### src/include/tss_pkg.sv
// constants and types shared by the test strap sampler
package tss_pkg;
    // ************************************************************
    // sizes and timing
    // ************************************************************
    localparam int unsigned TSS_PIN_COUNT = 8;
    localparam int unsigned TSS_MODE_WIDTH = 3;
    localparam int unsigned TSS_CLK_HZ = 50_000_000;
    // strap sample delay after reset release, in nanoseconds
    localparam int unsigned TSS_SAMPLE_DELAY_NS = 1500;
    localparam int unsigned TSS_SAMPLE_CYCLES =
        (TSS_SAMPLE_DELAY_NS * (TSS_CLK_HZ / 1_000_000) + 999) / 1000;
    localparam int unsigned TSS_CNT_WIDTH = 8;
    localparam logic [TSS_CNT_WIDTH-1:0] TSS_CNT_RESET = 8'h00;
    localparam logic [TSS_MODE_WIDTH-1:0] TSS_MODE_NORMAL = 3'h0;
    localparam logic [TSS_PIN_COUNT-1:0] TSS_PINS_LOW = 8'h00;
    localparam logic [TSS_PIN_COUNT-1:0] TSS_PINS_HIGH = 8'hFF;

    // ************************************************************
    // state machine
    // ************************************************************
    typedef enum logic [2:0] {
        TSS_ST_HOLD = 3'b001,
        TSS_ST_WAIT = 3'b010,
        TSS_ST_DRIVE = 3'b100
    } tss_state_e;
endpackage

### src/rtl/tss_strap_sampler.sv
// test strap sampler: pin tri-state, strap capture, test output drive
//
// Notes on behaviour
// - while power-on reset is low, all test pins are undriven
// - about 1.5 us after reset rises, each pin level is captured
// - after capture, every test pin is driven as output until reset
// - captured pins zero, one, two form mode select bits 0, 1, 2
// - each pin has a weak pull-down, so open pins sample low
// - self-configuration starts on rising edge of power-on reset
`timescale 1ns/100ps
module tss_strap_sampler #(
    parameter int unsigned SAMPLE_CYCLES = tss_pkg::TSS_SAMPLE_CYCLES
) (
    // clock and reset
    input wire logic i_clk,
    input wire logic i_srst,
    // power-on reset pin, active low, synchronous to i_clk
    input wire logic i_power_on_reset_low,
    // test pins: level seen at pad, and whether the board drives it
    input wire logic [tss_pkg::TSS_PIN_COUNT-1:0] i_test_strap_pin,
    input wire logic [tss_pkg::TSS_PIN_COUNT-1:0] i_test_strap_pin_driven,
    output logic [tss_pkg::TSS_PIN_COUNT-1:0] o_test_strap_pin,
    output logic [tss_pkg::TSS_PIN_COUNT-1:0] o_test_strap_pin_oe,
    // test output data from the core
    input wire logic [tss_pkg::TSS_PIN_COUNT-1:0] i_test_out,
    // captured mode
    output logic [tss_pkg::TSS_MODE_WIDTH-1:0] o_test_mode_select,
    output logic o_test_mode_active,
    output logic o_config_start,
    output logic o_strap_done
);
    import tss_pkg::*;

    // ************************************************************
    // decoding
    // ************************************************************
    // the mode code is read in two places; one decode keeps them in step
    function automatic logic [TSS_MODE_WIDTH-1:0] mode_of(logic [TSS_PIN_COUNT-1:0] strap);
        return strap[TSS_MODE_WIDTH-1:0];
    endfunction

    function automatic logic is_driving(tss_state_e state);
        return state == TSS_ST_DRIVE;
    endfunction

    // ************************************************************
    // state
    // ************************************************************
    typedef struct packed {
        tss_state_e state;
        logic por_prev;
        logic [TSS_CNT_WIDTH-1:0] count;
        logic [TSS_PIN_COUNT-1:0] strap;
        logic [TSS_PIN_COUNT-1:0] out_data;
        logic start;
    } tss_regs_s;

    localparam logic [TSS_CNT_WIDTH-1:0] LAST_COUNT =
        TSS_CNT_WIDTH'(SAMPLE_CYCLES - 1);
    localparam tss_regs_s RESET_REGS = '{
        state: TSS_ST_HOLD,
        por_prev: 1'b0,
        count: TSS_CNT_RESET,
        strap: TSS_PINS_LOW,
        out_data: TSS_PINS_LOW,
        start: 1'b0
    };

    tss_regs_s r;
    tss_regs_s next_r;
    logic [TSS_PIN_COUNT-1:0] pad_level;
    logic [TSS_PIN_COUNT-1:0] pin_drive;

    // ************************************************************
    // pin cells
    // ************************************************************
    assign pin_drive = is_driving(r.state) ? TSS_PINS_HIGH : TSS_PINS_LOW;

    for (genvar g = 0; g < TSS_PIN_COUNT; g++) begin : g_pin
        tss_pin_cell u_cell (
            .i_pad(i_test_strap_pin[g]),
            .i_pad_driven(i_test_strap_pin_driven[g]),
            .i_drive(pin_drive[g]),
            .i_out(r.out_data[g]),
            .o_level(pad_level[g]),
            .o_oe(o_test_strap_pin_oe[g]),
            .o_data(o_test_strap_pin[g])
        );
    end

    // ************************************************************
    // sequencing
    // ************************************************************
    always_comb begin
        next_r = r;
        next_r.por_prev = i_power_on_reset_low;
        next_r.start = 1'b0;
        next_r.out_data = i_test_out;
        if (!i_power_on_reset_low) begin
            // pins float and the sequence rewinds while reset is low
            next_r.state = TSS_ST_HOLD;
            next_r.count = TSS_CNT_RESET;
        end else begin
            unique case (r.state)
                TSS_ST_HOLD: begin
                    // a low por_prev starts configuration: a low-to-high edge, or a high reset pin just after i_srst
                    if (!r.por_prev) begin
                        next_r.state = TSS_ST_WAIT;
                        next_r.start = 1'b1;
                        next_r.count = TSS_CNT_RESET;
                    end
                end
                TSS_ST_WAIT: begin
                    if (r.count == LAST_COUNT) begin
                        next_r.strap = pad_level;
                        next_r.state = TSS_ST_DRIVE;
                    end else begin
                        next_r.count = r.count + 1'b1;
                    end
                end
                TSS_ST_DRIVE: begin
                    // strap stays frozen, also while reset is low, until the next capture or i_srst
                    next_r.state = TSS_ST_DRIVE;
                end
                default: begin
                    // an illegal state code falls back to waiting for reset
                    next_r.state = TSS_ST_HOLD;
                end
            endcase
        end
    end

    always_ff @(posedge i_clk) begin
        if (i_srst) begin
            r <= RESET_REGS;
        end else begin
            r <= next_r;
        end
    end

    // ************************************************************
    // outputs
    // ************************************************************
    assign o_test_mode_select = mode_of(r.strap);
    assign o_test_mode_active = (mode_of(r.strap) != TSS_MODE_NORMAL);
    assign o_config_start = r.start;
    assign o_strap_done = is_driving(r.state);
endmodule // tss_strap_sampler

### src/rtl/tss_pin_cell.sv
// one test pin cell: weak pull-down model and output enable
`timescale 1ns/100ps
module tss_pin_cell (
    // pad side
    input wire logic i_pad,
    input wire logic i_pad_driven,
    // core side
    input wire logic i_drive,
    input wire logic i_out,
    output logic o_level,
    output logic o_oe,
    output logic o_data
);
    // ************************************************************
    // pad logic
    // ************************************************************
    // an undriven pad resolves low through the weak pull-down
    assign o_level = i_pad_driven ? i_pad : 1'b0;
    assign o_oe = i_drive;
    assign o_data = i_drive ? i_out : 1'b0;
endmodule // tss_pin_cell

### config.mk
export PLATFORM = sky130hd
export DESIGN_NAME = tss_strap_sampler
export DESIGN_NICKNAME = d
export VERILOG_FILES = /design/src/include/tss_pkg.sv /design/src/rtl/tss_strap_sampler.sv /design/src/rtl/tss_pin_cell.sv
export SDC_FILE = /design/constraint.sdc
export NUM_CORES = 1
export LEC_CHECK = 0
export BUFFER_PORTS_ARGS = -buffer_cell sky130_fd_sc_hd__buf_2
export CORE_ASPECT_RATIO = 1.4
export CORE_MARGIN = 3
export CORE_UTILIZATION = 40
export CTS_BUF_LIST = sky130_fd_sc_hd__clkbuf_4 sky130_fd_sc_hd__clkbuf_8 sky130_fd_sc_hd__clkbuf_16
export DETAILED_ROUTE_END_ITERATION = 6
export PLACE_DENSITY_LB_ADDON = 0.08
export SYNTH_ARGS = -nofsm -noshare
export SYNTH_HDL_FRONTEND = slang
export SYNTH_SLANG_ARGS = --single-unit
### constraint.sdc
create_clock -name i_clk -period 1.8 [get_ports i_clk]
set_input_delay 0.18 -clock i_clk [delete_from_list [all_inputs] [get_ports i_clk]]
set_output_delay 0.18 -clock i_clk [all_outputs]
set_load 0.05 [all_outputs]
==> results by group, run 1 <==
Yosys
  – Synth Instances: 131
  – Mapped Avg Cell Area: 9.03 um2
  – Synth unique cells: 35
  – Sequential share of the synthesized area: 40.6%
  – Ys Warns: 0
  – Register bit total from synthesis: 24
  – Synthesized cell area: 1180 um2
  – Syn nets: 160

Detailed routing
  – DR vias: 943
  – Residual DRC: 0
  – Via/cell ratio: 4.89
  – Antenna Violating Nets Remaining: 0
  – DR pass1 iterations: 4
  – Wire length per cell: 11.3 um
  – Initial DRC count: 13
  – WL final: 2.19 mm

Run
  – Max Cap Viol: 0

Setup path
  – CP Data Arrival Time: 1500 ps
  – Worst Reg-to-Reg Cells: 4
  – Startpoint Class: register
  – WP data required: 1620 ps
  – CP endpoint kind: output pin
  – CP Class: register to output pin
  – CP max FO: 7

Global routing
  – Initial antenna violation count: 0
  – Largest net degree at the start of global routing: 14
  – Vias in the first global route: 838
  – GRT overflow: 0
  – Global-route wire length before repair: 3.61 mm
  – GRT Total Usage: 12.4%

STA
  – Final min period: 1680 ps
  – Layout Skew: 5.14 ps
  – Setup Total Neg Slack: 0 ps
  – Max-slew headroom: 68.1%
  – Final setup margin: 124 ps
  – Final Hold Viols: 0
  – Max Slew Vio Count: 0
  – Fin crit share: 93.1%
  – Worst-Margin Slew: 477 ps
  – Achievable Freq: 0.597 GHz
  – Fin Hold WS: 66.9 ps
  – Count of final setup violators: 0

Power
  – Switching part of the total: 22.2%
  – Cell Int Power: 0.699 mW
  – Logic gate share of total power: 6.8%
  – Power per cell area: 660 nW/um2
  – Clock network power share: 31.5%
  – Peak VDD IR: 390 uV
  – P_leak: 0.624 nW
  – Seq pwr share: 61.7%
  – NetSw: 0.199 mW
  – Overall Power: 0.898 mW

Placement
  – Buffers on Ports: 38
  – Final HPWL DP: 1.66 mm
  – GPL Wtd Cong: 0.784
  – Placed cell areas: 1300 um2
  – DP Cell Count: 187
  – DP Worst Slack: 154 ps

Final layout
  – P&R area growth vs syn: 15.1%
  – Fin nets: 187
  – Final Non-Filler Cells: 193
  – Post-route cell area: 1360 um2
  – # fillers: 278
  – Final core utilization: 50.0%
  – Ant diodes: 0
  – Fraction of layout cells with a size suffix above 1: 35.0%

Floorplan
  – Die ar.: 3650 um2
  – Row cnt: 22
  – Die Width: 52.0 um
  – Die Y: 70.3 um
  – Ports: 49
  – Initial Util: 43.4%
  – Core ar.: 2730 um2

Run status
  – Status: finished, final reports clean

Clocking
  – CTS Buf Count: 3
  – CTS H-tree lvls: 1
  – Clock latency on the worst-skew pair: 310 ps
  – Clk root buf: clkbuf_4
  – Hold buffers post-CTS: 0
  – Clock Sinks: 24
  – Maximum clock insertion buffer count: 2
  – CTS tree: done
  – CTS clk-pin slew, worst paths: 120 ps

Hold path
  – Hold WC Path Type: primary input to register
  – Hold path depth: 2
## area by class of cell
cell class,count,area [um2],share of cell area (%)
flip-flops and latches,24,482,35.4
multi-input cells,84,551,40.4
clock buffers,4,36.3,2.67
well taps,36,45.0,3.31
inverters,2,7.51,0.551
repair buffers,43,240,17.6
## logic make-up after synthesis
family / after synthesis / synth area share (%)
xor gates and xnor gates: 1 / 0.741
and+or+nand+nor: 61 / 31.5
adders and majority gates: 2 / 2.12
DFF: 24 / 40.6
AOI/OAI and AO/OA: 20 / 11.6
buffers and inverters: 23 / 13.3
## power groups by stage
stage	combinational [mW]	clock [mW]	sequential [mW]
floorplan	0.0316	0	0.569
CTS	0.0622	0.300	0.555
finish	0.0608	0.283	0.554
detailed placement	0.0621	0	0.566
global route	0.0685	0.317	0.557
global placement	0.0607	0	0.566
## flip-flops by register name, indices dropped and copies added (netlist names)
| register | cells |
|---|---|
| o_config_start | 1 |
| r | 20 |
| o_test_mode_select | 3 |
## layout by cell type (no fill, tap or decap), types with 2 or more instances in the layout
cell	instances
buf_2	33
dfxtp_1	23
nand2_1	11
and2_1	8
nor2b_1	8
clkbuf_4	8
nor2_1	7
a21oi_1	7
buf_4	5
nor3_1	4
nand2b_1	3
o21ai_0	3
nand3_1	3
a22o_1	3
or2_0	3
nor3b_2	2
and3_1	2
o21ba_1	2
ha_1	2
## per-layer routing
metal  vias to the layer above  wire length (um)  GRT usage, %
met2                        34              1100          20.6
li1                        476                 -             -
met1                       431               925          15.2
met4                         0                13          4.37
met5                         -                 0             0
met3                         2               148          2.99
## synth_stat cells
cell / count / area [um2]
a211o_1: 1 / 8.76
xnor2_1: 1 / 8.76
nor3b_2: 3 / 37.5
clkbuf_1: 2 / 7.51
nand2b_1: 3 / 18.8
o31ai_1: 1 / 7.51
o21a_1: 1 / 7.51
or3_1: 1 / 6.26
and4bb_1: 1 / 12.5
and3_1: 2 / 12.5
nor4_1: 1 / 6.26
buf_4: 19 / 143
nor3_2: 1 / 10.0
o22a_1: 1 / 8.76
nor3_1: 4 / 20.0
or4b_1: 1 / 10.0
and2_1: 8 / 50.1
nand2_1: 11 / 41.3
inv_1: 1 / 3.75
ha_1: 2 / 25.0
nand3_1: 3 / 15.0
a21oi_1: 7 / 35.0
o21ai_0: 3 / 15.0
a22o_1: 3 / 26.3
dfxtp_1: 24 / 480
nor2b_1: 8 / 50.1
nand3b_1: 1 / 7.51
nand4_1: 1 / 6.26
a21oi_2: 1 / 8.76
or3b_1: 1 / 8.76
nor4b_2: 1 / 15.0
inv_2: 1 / 3.75
or2_0: 3 / 18.8
nor2_1: 7 / 26.3
o21ba_1: 2 / 20.0
## worst max-delay path, cell delays in order, from the launching register on
cell     delay (ps)
dfxtp_1         410
nor3b_4         240
buf_4           170
and2_1          110
buf_2           250
## what timing repair did
action                                 4_1_cts  5_1_grt
setup endpoints to repair                   16       16
endpoints found under the hold margin        0        0
gates resized for setup                      0        6
buffers inserted                             2        0
## worst paths after layout
check	end	from	slack [ps]
hold / removal	r[8]$_SDFF_PP0_	i_test_out[7]	70
hold reg to reg	o_test_mode_select[1]$_SDFFE_PP0P_	o_test_mode_select[1]$_SDFFE_PP0P_	480
setup reg to reg	r[23]$_SDFFE_PP0P_	r[27]$_SDFFE_PP0P_	130
setup / recovery	o_test_strap_pin[2]	r[26]$_SDFFE_PP1P_	120
(Power assumes the default switching activity.)
==> run 2: changes to the inputs <==
CORE_UTILIZATION = 47   (was 40)
==> run 2 against run 1 <==
Net effect: via count is the same; first-iteration DRC count down 7.7%; sequential cell count unchanged; count of clock-buffer cells in the layout did not move; critical path depth stayed put; sequential power about the same; maximum frequency is 1.1% lower; clock power down 5%; cell area is 1.6% higher; critical endpoint is now o_test_strap_pin[6].
==> results by group, run 2 (synthesis gave the netlist of run 1 again) <==
Power
  – Peak VDD IR: 393 uV
  – Overall Power: 0.891 mW
  – P_leak: 0.638 nW
  – Power per cell area: 644 nW/um2

Global routing
  – Vias in the first global route: 883
  – Initial antenna violation count: 0
  – Largest net degree at the start of global routing: 18
  – GRT overflow: 0
  – Global-route wire length before repair: 3.64 mm
  – GRT Total Usage: 14.3%

Floorplan
  – Die Y: 65.3 um
  – Ports: 49
  – Core ar.: 2280 um2
  – Initial Util: 51.9%
  – Row cnt: 20
  – Die ar.: 3160 um2
  – Die Width: 48.4 um

STA
  – Setup Total Neg Slack: 0 ps
  – Final min period: 1690 ps
  – Layout Skew: 1.69 ps
  – Max Slew Vio Count: 0
  – Worst-Margin Slew: 426 ps
  – Final Hold Viols: 0
  – Unrepaired setup endpoints after global routing: false
  – Achievable Freq: 0.590 GHz
  – Count of final setup violators: 0
  – Final setup margin: 106 ps
  – Fin crit share: 94.1%
  – Max-slew headroom: 71.6%
  – Fin Hold WS: 74.7 ps

Final layout
  – Fin nets: 189
  – Commonest cells after routing, fill and taps aside: 34 x buf_2, 23 x dfxtp_1, 11 x nand2_1, 8 x and2_1, 8 x nor2b_1
  – Commonest non-fill, non-tap cell in the layout: buf_2
  – # fillers: 226
  – Top reg by flops: r
  – Ant diodes: 0
  – Largest register FFs: 20
  – P&R area growth vs syn: 16.9%
  – Post-route cell area: 1380 um2
  – Fraction of layout cells with a size suffix above 1: 35.8%
  – Area of the multi-input gates: 551 um2
  – Register area: 482 um2

Setup path
  – Worst Reg-to-Reg Cells: 5
  – Register-to-register setup slack: 200 ps
  – Critical path launch point: r[26]$_SDFFE_PP1P_
  – Critical Path Sink: o_test_strap_pin[6]
  – Startpoint Class: register
  – WP data required: 1620 ps
  – R2R Path Start: r[18]$_SDFFE_PP0P_
  – CP Class: register to output pin
  – Reg2Reg Capture Point: r[18]$_SDFFE_PP0P_
  – CP endpoint kind: output pin
  – CP Data Arrival Time: 1510 ps
  – CP max FO: 17

Clocking
  – CTS tree: done
  – CTS clk-pin slew, worst paths: 120 ps
  – CTS Buf Count: 3
  – Clock Sinks: 24
  – Clk root buf: clkbuf_4
  – Maximum clock insertion buffer count: 2
  – Clock latency on the worst-skew pair: 300 ps
  – CTS H-tree lvls: 1

Placement
  – Buffers on Ports: 38
  – Placed cell areas: 1310 um2
  – DP Worst Slack: 203 ps
  – Final HPWL DP: 1.70 mm
  – GPL Wtd Cong: 0.854

Detailed routing
  – Via/cell ratio: 4.91
  – WL final: 2.12 mm
  – Residual DRC: 0
  – Wire length per cell: 11.0 um
  – Initial DRC count: 12
  – DR vias: 943
  – DR pass1 iterations: 4
  – Antenna Violating Nets Remaining: 0

Run
  – Max Cap Viol: 0

Hold path
  – Hold_sp: i_test_out[6]
  – Hold WC Path Type: primary input to register

Run status
  – Status: finished, final reports clean
-- run 2: cell types whose count changed in the layout (fill, tap and decap cells not counted), sizes merged --
| cell | previous run | this run |
|---|---|---|
| clkbuf | 9 | 8 |
| buf | 38 | 41 |
-- run 2: worst max-delay path, stage by stage, from the launching register on --
cell and delay [ps]:
dfxtp_1 410, nor3b_4 280, buf_12 160, and2_1 110, buf_2 250
-- run 2: power breakdown --
| part | total (mW) | switching, mW | leakage (nW) | internal, mW |
|---|---|---|---|---|
| registers | 0.553 | 0.00761 | 0.197 | 0.546 |
| clock network | 0.270 | 0.146 | 0.0210 | 0.123 |
| logic | 0.0679 | 0.0334 | 0.420 | 0.0345 |
-- run 2: how the worst min path moves through the flow --
stage | endpoint | slack, ps | cells after the start
3_5_place_dp | r[2]$_SDFF_PP0_ | 390 | 2
4_1_cts | r[7]$_SDFF_PP0_ | 70 | 2
6_report | r[7]$_SDFF_PP0_ | 70 | 2
3_3_place_gp | r[8]$_SDFF_PP0_ | 390 | 2
5_1_grt | r[1]$_SDFF_PP0_ | 60 | 2
2_1_floorplan | r[4]$_SDFF_PP0_ | 250 | 1
-- run 2: per-layer routing --
layer	routed length, um	GRT usage [%]	up-vias
li1	-	-	481
met1	850	14.4	427
met2	1100	27.4	31
met3	135	3.63	4
met4	39	6.41	0
met5	0	0	-
-- run 2: cell type report --
cell class | count | area share, %
inverters | 2 | 0.543
clock buffers | 4 | 2.62
multi-input cells | 84 | 39.8
flip-flops and latches | 24 | 34.8
repair buffers | 45 | 19.2
well taps | 33 | 2.99
-- run 2: per-stage QoR --
step | instances | utilization (%)
after floorplan | 131 | -
after global placement | 186 | 57.4
after detailed placement | 186 | 57.4
after CTS | 192 | 60.2
after global routing | 192 | 60.7
final | 192 | 60.7
-- run 2: timing repair --
action,CTS,global route
hold buffers,0,0
endpoints found under the hold margin,0,0
setup endpoints to repair,17,8
cloned,0,0
resized for setup,0,5
buffers inserted,2,0
